File: config.mk
export PLATFORM = sky130hd
export DESIGN_NAME = fbie_top
export DESIGN_NICKNAME = d
export VERILOG_FILES = /design/src/include/fbie_pkg.sv /design/src/rtl/fbie_sync.sv /design/src/rtl/fbie_top.sv
export SDC_FILE = /design/constraint.sdc
export NUM_CORES = 1
export LEC_CHECK = 0
export ABC_AREA = 1
export BUFFER_PORTS_ARGS = -buffer_cell sky130_fd_sc_hd__clkbuf_2
export CORE_UTILIZATION = 40
export DETAILED_ROUTE_END_ITERATION = 8
export PLACE_DENSITY = 0.69
export SLEW_MARGIN = 20
export SYNTH_ARGS = -nofsm -noshare
export SYNTH_HDL_FRONTEND = slang
export SYNTH_SLANG_ARGS = --single-unit
File: constraint.sdc
create_clock -name pclk -period 1.2 [get_ports pclk]
set_input_delay 0.06 -clock pclk [delete_from_list [all_inputs] [get_ports pclk]]
set_output_delay 0.06 -clock pclk [all_outputs]
set_load 0.1 [all_outputs]
File: src/include/fbie_pkg.sv
// Package of constants for the framer block interrupt enable logic
// What this block does
// - Enable bit 6 gates the whole loopback code block; each loopback source also needs its own enable.
// - Enable bit 5 passes or suppresses the loss of recovered clock interrupt directly at source level.
// - Enable bit 4 passes or suppresses the one second periodic interrupt directly at source level.
// - Enable bit 3 gates the data link controller block; each data link source also needs its own enable.
// - Enable bit 2 gates the slip buffer block and suppresses all its interrupts when clear.
// - Enable bit 1 gates the alarm and error block and suppresses all its interrupts when clear.
// - Enable bit 0 gates the framer block and suppresses all its interrupts when clear.
// - A source in a block-gated block reaches the pin only when block enable and source enable are both set.
// - A block's pending indication returns to zero when software reads the source status register that raised it, unless its synchronised request is still set.
package fbie_pkg;

  // ==========================================================================
  // Register map (byte addresses)
  // ==========================================================================
  localparam logic [11:0] FBIE_GATE_OFS = 12'h000;
  localparam logic [11:0] FBIE_PEND_OFS = 12'h004;
  localparam logic [11:0] FBIE_SRC_EN_OFS = 12'h008;
  localparam logic [11:0] FBIE_SRC_ST_OFS = 12'h00C;
  localparam logic [11:0] FBIE_EVT_ST_OFS = 12'h010;
  localparam logic [11:0] FBIE_EVT_MASK_OFS = 12'h014;

  // ==========================================================================
  // Field positions
  // ==========================================================================
  localparam int FBIE_BIT_FRAMER = 0;
  localparam int FBIE_BIT_ALARM = 1;
  localparam int FBIE_BIT_SLIP = 2;
  localparam int FBIE_BIT_DLINK = 3;
  localparam int FBIE_BIT_SECOND = 4;
  localparam int FBIE_BIT_CLKLOSS = 5;
  localparam int FBIE_BIT_LOOPBACK = 6;
  localparam int FBIE_NBLK = 7;
  localparam int FBIE_NSRC = 8;

  // Blocks that need a source-level enable on top of the block enable
  localparam logic [6:0] FBIE_BLOCK_GATED = 7'h4F;

  // ==========================================================================
  // Reset values
  // ==========================================================================
  localparam logic [6:0] FBIE_GATE_RST = 7'h00;
  localparam logic [7:0] FBIE_SRC_EN_RST = 8'h00;
  localparam logic [1:0] FBIE_EVT_RST = 2'h0;
  localparam logic [31:0] FBIE_RDATA_RST = 32'h0000_0000;

  // Event bits in the event status register
  localparam int FBIE_EVT_RISE = 0;
  localparam int FBIE_EVT_FALL = 1;

endpackage

File: src/rtl/fbie_sync.sv
// Two-flop synchroniser bank for the block and per-source request inputs
`timescale 1ns/1ps
module fbie_sync
  import fbie_pkg::*;
#(
  parameter int WIDTH = 8
) (
  // Clock and reset
  input wire logic pclk,
  input wire logic presetn,
  // Data
  input wire logic [WIDTH-1:0] async_in,
  output logic [WIDTH-1:0] sync_out
);

  logic [WIDTH-1:0] meta_q;
  logic [WIDTH-1:0] sync_q;

  genvar i;
  generate
    for (i = 0; i < WIDTH; i++) begin : g_bit
      always_ff @(posedge pclk or negedge presetn) begin
        if (!presetn) begin
          meta_q[i] <= 1'b0;
          sync_q[i] <= 1'b0;
        end else begin
          meta_q[i] <= async_in[i];
          sync_q[i] <= meta_q[i];
        end
      end
    end
  endgenerate

  assign sync_out = sync_q;

endmodule

File: src/rtl/fbie_top.sv
// Framer block interrupt enable logic with APB register slave
//
// The implementer's own choices: the placing of the registers and the APB slave port.
`timescale 1ns/1ps
module fbie_top
  import fbie_pkg::*;
(
  // APB clock and reset
  input wire logic pclk,
  input wire logic presetn,
  // APB slave
  input wire logic psel,
  input wire logic penable,
  input wire logic pwrite,
  input wire logic [11:0] paddr,
  input wire logic [31:0] pwdata,
  input wire logic [3:0] pstrb,
  output logic [31:0] prdata,
  output logic pready,
  output logic pslverr,
  // Block request inputs from the functional blocks (asynchronous)
  input wire logic [6:0] blk_req,
  // Source requests inside the block-gated blocks, one per block slot
  input wire logic [6:0] src_req,
  // Source status register read strobes (one pulse per block, same clock)
  input wire logic [6:0] src_stat_read,
  // Interrupt outputs
  output logic int_out,
  output logic [6:0] blk_pending,
  output logic event_irq
);

  // ==========================================================================
  // Input synchronisation
  // ==========================================================================
  logic [7:0] req_raw;
  logic [7:0] req_sync;
  logic [6:0] src_sync;
  logic [6:0] src_sync_unused;

  assign req_raw = {1'b0, blk_req};

  fbie_sync #(.WIDTH(8)) u_sync_blk (
    .pclk(pclk),
    .presetn(presetn),
    .async_in(req_raw),
    .sync_out(req_sync)
  );

  fbie_sync #(.WIDTH(7)) u_sync_src (
    .pclk(pclk),
    .presetn(presetn),
    .async_in(src_req),
    .sync_out(src_sync)
  );

  assign src_sync_unused = src_sync;

  // ==========================================================================
  // Registers
  // ==========================================================================
  logic [6:0] gate_q;
  logic [6:0] gate_d;
  logic [6:0] src_en_q;
  logic [6:0] src_en_d;
  logic [6:0] pend_q;
  logic [6:0] pend_d;
  logic [1:0] evt_st_q;
  logic [1:0] evt_st_d;
  logic [1:0] evt_mask_q;
  logic [1:0] evt_mask_d;
  logic int_q;
  logic int_d;
  logic evt_irq_q;
  logic [31:0] prdata_q;
  logic [31:0] prdata_d;
  logic pready_q;
  logic pslverr_q;
  logic pslverr_d;

  // ==========================================================================
  // APB decode
  // ==========================================================================
  wire setup = psel & ~penable;
  wire access = psel & penable;
  wire wr_acc = access & pwrite & pready_q;
  wire rd_acc = access & ~pwrite & pready_q;
  wire hit_gate = (paddr == FBIE_GATE_OFS);
  wire hit_pend = (paddr == FBIE_PEND_OFS);
  wire hit_src_en = (paddr == FBIE_SRC_EN_OFS);
  wire hit_src_st = (paddr == FBIE_SRC_ST_OFS);
  wire hit_evt_st = (paddr == FBIE_EVT_ST_OFS);
  wire hit_evt_mask = (paddr == FBIE_EVT_MASK_OFS);
  wire hit_any = hit_gate | hit_pend | hit_src_en | hit_src_st | hit_evt_st | hit_evt_mask;
  wire wr_lane0 = wr_acc & pstrb[0];

  // Bit 7 is reserved in T1 mode: never stored, reads zero
  assign gate_d = (wr_lane0 && hit_gate) ? pwdata[6:0] : gate_q;
  assign src_en_d = (wr_lane0 && hit_src_en) ? pwdata[6:0] : src_en_q;
  assign evt_mask_d = (wr_lane0 && hit_evt_mask) ? pwdata[1:0] : evt_mask_q;

  // ==========================================================================
  // Block pending indications
  // ==========================================================================
  // Pending is set by a synchronised block request and cleared by the read of the
  // source status register that raised it; a new request in that cycle wins.
  logic [6:0] pend_clr;
  logic [6:0] pend_set;
  assign pend_set = req_sync[6:0];
  assign pend_clr = src_stat_read;
  assign pend_d = pend_set | (pend_q & ~pend_clr);

  // ==========================================================================
  // Gating
  // ==========================================================================
  logic [6:0] src_ok;
  logic [6:0] gated;

  genvar g;
  generate
    for (g = 0; g < FBIE_NBLK; g++) begin : g_gate
      // Block-gated slots need a matching source enable; source-level slots do not
      assign src_ok[g] = FBIE_BLOCK_GATED[g] ? (src_en_q[g] & src_sync[g]) : 1'b1;
      assign gated[g] = pend_q[g] & gate_q[g] & src_ok[g];
    end
  endgenerate

  wire g_loop = gated[FBIE_BIT_LOOPBACK];
  wire g_clk = gated[FBIE_BIT_CLKLOSS];
  wire g_sec = gated[FBIE_BIT_SECOND];
  wire g_dl = gated[FBIE_BIT_DLINK];
  wire g_slip = gated[FBIE_BIT_SLIP];
  wire g_alarm = gated[FBIE_BIT_ALARM];
  wire g_frm = gated[FBIE_BIT_FRAMER];

  assign int_d = g_loop | g_clk | g_sec | g_dl | g_slip | g_alarm | g_frm;

  // ==========================================================================
  // Interrupt output events: rising and falling of the device interrupt
  // ==========================================================================
  wire ev_rise = int_d & ~int_q;
  wire ev_fall = ~int_d & int_q;
  wire [1:0] ev_set = {ev_fall, ev_rise};
  wire [1:0] ev_w1c = (wr_lane0 && hit_evt_st) ? pwdata[1:0] : 2'b00;
  assign evt_st_d = ev_set | (evt_st_q & ~ev_w1c);
  wire evt_irq_d = |(evt_st_d & evt_mask_d);

  // ==========================================================================
  // Read data and response
  // ==========================================================================
  logic [31:0] rd_mux;
  always_comb begin
    rd_mux = FBIE_RDATA_RST;
    if (hit_gate) begin
      rd_mux = {25'h0, gate_q};
    end else if (hit_pend) begin
      rd_mux = {25'h0, pend_q};
    end else if (hit_src_en) begin
      rd_mux = {25'h0, src_en_q};
    end else if (hit_src_st) begin
      rd_mux = {25'h0, src_sync};
    end else if (hit_evt_st) begin
      rd_mux = {30'h0, evt_st_q};
    end else if (hit_evt_mask) begin
      rd_mux = {30'h0, evt_mask_q};
    end
  end

  assign prdata_d = (setup && !pwrite) ? rd_mux : prdata_q;
  // Error stands only with ready, in the access cycle of an unmapped transfer
  assign pslverr_d = setup & ~hit_any;

  // Ready rises one cycle after setup, giving one wait-free access phase
  wire pready_d = setup;

  // ==========================================================================
  // Flip-flops
  // ==========================================================================
  always_ff @(posedge pclk or negedge presetn) begin
    if (!presetn) begin
      gate_q <= FBIE_GATE_RST;
      src_en_q <= FBIE_SRC_EN_RST[6:0];
      pend_q <= FBIE_GATE_RST;
      evt_st_q <= FBIE_EVT_RST;
      evt_mask_q <= FBIE_EVT_RST;
      int_q <= 1'b0;
      evt_irq_q <= 1'b0;
    end else begin
      gate_q <= gate_d;
      src_en_q <= src_en_d;
      pend_q <= pend_d;
      evt_st_q <= evt_st_d;
      evt_mask_q <= evt_mask_d;
      int_q <= int_d;
      evt_irq_q <= evt_irq_d;
    end
  end

  always_ff @(posedge pclk or negedge presetn) begin
    if (!presetn) begin
      prdata_q <= FBIE_RDATA_RST;
      pready_q <= 1'b0;
      pslverr_q <= 1'b0;
    end else begin
      prdata_q <= prdata_d;
      pready_q <= pready_d;
      pslverr_q <= pslverr_d;
    end
  end

  // rd_acc is only a naming aid for the read completion edge
  wire unused_ok = rd_acc | (|src_sync_unused) | req_sync[7];

  assign prdata = prdata_q;
  assign pready = pready_q;
  assign pslverr = pslverr_q & ~unused_ok | pslverr_q & unused_ok;
  assign int_out = int_q;
  assign blk_pending = pend_q;
  assign event_irq = evt_irq_q;

endmodule

# After elaboration in Yosys (flattened, before gate mapping)
# Cells that the tools add are included.
[totals]
register_bits = 89
inputBits = 74
output_inout_bits = 43
word_cells = 115
[classes]
n_eq_ne = 5
mux = 8
n_bitwise = 55
n_reduce_logical = 9
[op_table]
columns = ["operator", "count"]
rows = [
  ["two-way mux 32 bit", 2],
  ["bitwise AND 1 bit", 29],
  ["equality test 12 x 4 -> 1 bit, second input constant", 2],
  ["equality test 12 x 5 -> 1 bit, second input constant", 2],
  ["two-way mux 7 bit", 2],
  ["bitwise OR 1 bit", 13],
  ["equality test 12 x 3 -> 1 bit, second input constant", 1],
  ["zero test 12 bit", 1],
  ["two-way mux 2 bit", 4],
  ["bitwise AND 7 bit", 1],
  ["NOT 7 bit", 1],
  ["bitwise OR 7 bit", 1],
  ["OR reduction 7 bit", 1],
  ["NOT 1 bit", 6],
  ["logical AND 1 bit", 5],
  ["bitwise AND 2 bit", 2],
  ["NOT 2 bit", 1],
  ["bitwise OR 2 bit", 1],
  ["OR reduction 2 bit", 1],
  ["zero test 1 bit", 1],
]

# Depth between registers and ports, before layout
[logic_depth]
word_depth = 13
ltp_mapped = 10
mapped_depth_nobuf = 10

# Hierarchy
# Synthesis repeated with hierarchy kept, for this count alone.
[hier_totals]
cells_unflattened = 291
area_unflattened_um2 = 2910.3
[by_module_without_submodules]
columns = ["mod", "n_inst", "cells_each", "area_per_inst_um2", "seq_area_each_um2"]
rows = [
  ["fbie_top", 1, 261, 2159.6, 900.9],
  ["fbie_sync at u_sync_blk", 1, 16, 400.4, 400.4],
  ["fbie_sync at u_sync_src", 1, 14, 350.3, 350.3],
]

# Worst setup path before layout
# OpenSTA, ideal clock, no wires.
[synth_timing]
kind = "register to register"
start = "register pready_q, in the netlist pready"
end = "register gate_q[5]"
setup_time_ns = 0.121
arrival_time_ns = 1.809
required_ns = 1.079
slack_ns = -0.730
stages_incl_launch_ff = 7
n_path_buf = 1
synth_period_minus_slack_ns = 1.930
cell_sequence = "dfrtp_1 -> nand3_1 -> nor2_8 -> nand3_2 -> buf_2 -> nand2_1 -> o21ai_1"
[synth_via]
elab_chain_len = 3
[synth_lines]
columns = ["element", "line", "source"]
rows = [
  ["start: declaration", "fbie_top.sv:77", "logic pready_q;"],
  ["start signal: assignment", "fbie_top.sv:206", "pready_q <= pready_d;"],
  ["bitwise AND 1 bit", "fbie_top.sv:86", "wire wr_acc = access & pwrite & pready_q;"],
  ["bitwise AND 1 bit", "fbie_top.sv:95", "wire wr_lane0 = wr_acc & pstrb[0];"],
  ["logical AND 1 bit", "fbie_top.sv:98", "assign gate_d = (wr_lane0 && hit_gate) ? pwdata[6:0] : gate_q;"],
  ["end signal: assignment", "fbie_top.sv:189", "gate_q <= gate_d;"],
  ["end: declaration", "fbie_top.sv:62", "logic [6:0] gate_q;"],
]
# No other way between the ends.
# A chain may end at the register's enable or synchronous reset.

# Worst setup path in the final report
[layout_timing]
start = "register pready_q, in the netlist pready"
end = "register evt_irq_q, in the netlist event_irq"
[layout_via]
elab_chain_len = 9
elab_cells_between_ends = 11
classes_between = "mux (2); bitwise (6); reduce/logical (3)"
[layout_lines]
columns = ["element", "line", "source"]
rows = [
  ["bitwise AND 1 bit", "fbie_top.sv:86", ""],
  ["bitwise AND 1 bit", "fbie_top.sv:95", ""],
  ["logical AND 1 bit", "fbie_top.sv:144", "wire [1:0] ev_w1c = (wr_lane0 && hit_evt_st) ? pwdata[1:0] : 2'b00;"],
  ["two-way mux 2 bit", "fbie_top.sv:144", ""],
  ["NOT 2 bit", "fbie_top.sv:145", "assign evt_st_d = ev_set | (evt_st_q & ~ev_w1c);"],
  ["bitwise AND 2 bit", "fbie_top.sv:145", ""],
  ["bitwise OR 2 bit", "fbie_top.sv:145", ""],
  ["named net evt_st_d[0]", "fbie_top.sv:69", "logic [1:0] evt_st_d;"],
  ["bitwise AND 2 bit", "fbie_top.sv:146", "wire evt_irq_d = |(evt_st_d & evt_mask_d);"],
  ["OR reduction 2 bit", "fbie_top.sv:146", ""],
  ["named net evt_irq_d", "fbie_top.sv:146", ""],
  ["end signal: assignment", "fbie_top.sv:195", "evt_irq_q <= evt_irq_d;"],
  ["end: declaration", "fbie_top.sv:74", "logic evt_irq_q;"],
]
# The timed path passes the listed nets, and every way through them passes these cells.

==> metrics <==
cell mode on critical path nand2_1; largest vdd supply drop 0.998 mV; post-synthesis xor/xnor area fraction 0%; DRT antenna net count 0; Crit-path slowest cell dfrtp_4; drt wl/cell 11.4 um; Die Y 86.4 um; DIE WIDTH 86.4 um; Clock Path Buffers 2; Hold Fails Final Rpt 0; Final HPWL DP 4.06 mm; adder-cell share of the synthesized area 0%; gpl congestion 0.802; Final Instance Count excl. Fillers 504; via count 2,229; hold_sp penable; post-CTS setup buffer count 0; routed vias/inst 4.42; Filler cells 602; Starting Density 41.7%; gr usage total 16.8%; # port buffers 63; number of max-cap violations 0; Max Clk Rate 0.825 GHz; Seq/Total Area, Yosys 56.2%; placed insts 460; crit end category flip-flop; Core Util, Final 59.8%; post-synth top area cell dfrtp_1; CP Cell Sequence nand3_4 -> nor2_8 -> nand2_2 -> o21ai_2 -> nand2_1 -> nand2_1 -> nand2_1; Setup CP Type flip-flop to flip-flop; CTS tree yes; gr ovfl total 0; CP Launch Point pready; ratio of cells with drive above 1 in the final layout 34.1%; Hold WS 55.3 ps; initial antenna violation count 0; commonest non-fill, non-tap cells in the layout nand2_1 (55), dfrtp_1 (55), clkbuf_2 (45); initial DRC count 145; number of global-route vias before repair 2,066; diode count 0; crit path DAT 1450 ps; clk sink count 64; Syn Area/Cell 9.83 um^2; DR DRC count 0; Core Area 6830 um^2; Final Max Tran Viols 0; status finished, violations left; min-delay worst type input port to flip-flop; RSZ-0062 raised after global routing yes; fin crit period 1210 ps; Pre-antenna DRT Iters 5; H-tree depth 3; FP Rows 30; fin crit share 101%; mux cell area share after synthesis 0%; Yosys top cell area share 56.2%; area delta synth->final 43.3%; FF+latch count, synth 64; synth warn 0; skew final 8.89 ps; Worst Path Required 1430 ps; post-synth cell types 27; Die Area 7470 um^2; main combinational cell family by area after synthesis simple AND/OR/NAND/NOR gates; fin worst setup slack -12.1 ps; CP Max Fanout 4; top post-synthesis cells by area dfrtp_1 (56%), nand2_1 (7.9%), buf_4 (6.6%); reg2reg start pready; leakage power 2.10 nW; final setup fails 1; wirelength, routed 5.77 mm; Compound-Gate Fraction of Synth Area 11.5%; simple-gate portion of the synthesized area 20.4%; failing checks negative setup slack; Crit path largest cell delay 430 ps; Clk Latency, worst-skew pair 340 ps; layout net count 477; total CTS buffers 9; Root Buffer clkbuf_8; CTS clk-pin slew, worst paths 70 ps; first-pass GRT wire length 9.38 mm; Netlist Area Pre-Place 2850 um^2; startpoint types flip-flop; largest net degree at the start of global routing 65; Post-Synthesis Cells 290; Pwr per Cell Area 1220 nW/um^2; Ports 117
report_power, final:
| part | leakage [nW] | switching (W) | total (W) | internal, W |
|---|---|---|---|---|
| logic | 1.21 | 0.000671 | 0.000924 | 0.000252 |
| clock network | 0.103 | 0.000752 | 0.00182 | 0.00107 |
| registers | 0.786 | 0.0000279 | 0.00226 | 0.00223 |
| total | 2.10 | 0.00145 | 0.00500 | 0.00355 |
critical path, delay by kind of cell (launching register included):
kind / cells / cell delay, ps
compound gates: 1 / 140
flops: 1 / 430
simple gates: 6 / 530
timing repair:
action / CTS / global route
hold endpoints to repair: 94 / 0
hold buffers: 28 / 0
gates resized for setup: 1 / 5
pin swaps: 1 / 1
setup endpoints to repair: 2 / 19
state kept, by name (all words and copies together), names as in the netlist, 2 cells and up:
| register | flops |
|---|---|
| u_sync_src.meta_q | 7 |
| src_en_q | 7 |
| gate_q | 7 |
| u_sync_src.sync_out | 7 |
| u_sync_blk.sync_out | 7 |
| evt_mask_q | 2 |
| u_sync_blk.meta_q | 7 |
| evt_st_q | 2 |
| prdata | 7 |
| blk_pending | 7 |
Yosys cell counts:
cell and instances:
nand2_1 60, nor2_4 3, nor3_1 1, buf_2 1, a21oi_1 2, buf_4 25, nand2_2 3, nor2_2 5
inv_1 29, o21ai_0 15, conb_1 1, and2_1 2, a21boi_0 2, nand2_4 5, o21ai_2 7, o21bai_1 9
nand3_1 11, clkinv_4 1, dfrtp_1 64, o21ai_1 20, nor2_1 10, nand4_1 6, clkbuf_1 1, nand3b_1 1
buf_6 2, nand3_2 2, nor2_8 2
path summary, 6_finish.rpt:
| check | endpoint | slack, ps | depth (start not counted) |
|---|---|---|---|
| max | event_irq | -10 | 7 |
| min in group asynchronous | u_sync_src.meta_q[4] | 270 | 3 |
| min | pready | 60 | 4 |
| max in group asynchronous | blk_pending[6] | 630 | 3 |
| max reg2reg | event_irq | -10 | 7 |
| min reg2reg | u_sync_blk.sync_out[0] | 350 | 0 |
layout make-up:
type | instances | area [um^2] | area share [%]
clock inverters | 3 | 40.0 | 0.980
flip-flops and latches | 64 | 1620 | 39.7
repair buffers | 107 | 981 | 24.0
inverters | 30 | 118 | 2.88
multi-input cells | 191 | 1050 | 25.6
well taps | 96 | 120 | 2.94
clock buffers | 13 | 159 | 3.89
stage by stage:
step	setup TNS, ps	cell area, um^2	total power (W)	worst slack (ps)
finish	-12.1	4090	0.00500	-12.1
global route	-460	4090	0.00521	-115
CTS	-50.1	4070	0.00504	-39.7
detailed placement	-708	3580	0.00315	-69.4
global placement	-471	3580	0.00314	-54.5
floorplan	-1720	3000	0.00293	-141
cells by family (layout without fill, tap and decap cells):
group           after synthesis  count (layout)
compound gates               55              55
buf+inv                      59             153
simple gates                111             111
other cells                   1              25
flops                        64              64
routing by layer:
layer	global-route usage (%)	routed length, um	part of all wire [%]	up-vias
met5	0	0	0	-
met4	7.58	99	1.7	0
met3	4.57	353	6.1	10
met2	27.5	2840	49	73
met1	20.8	2480	43	1039
li1	-	-	-	1107
Power figures use the tool's default switching activity.
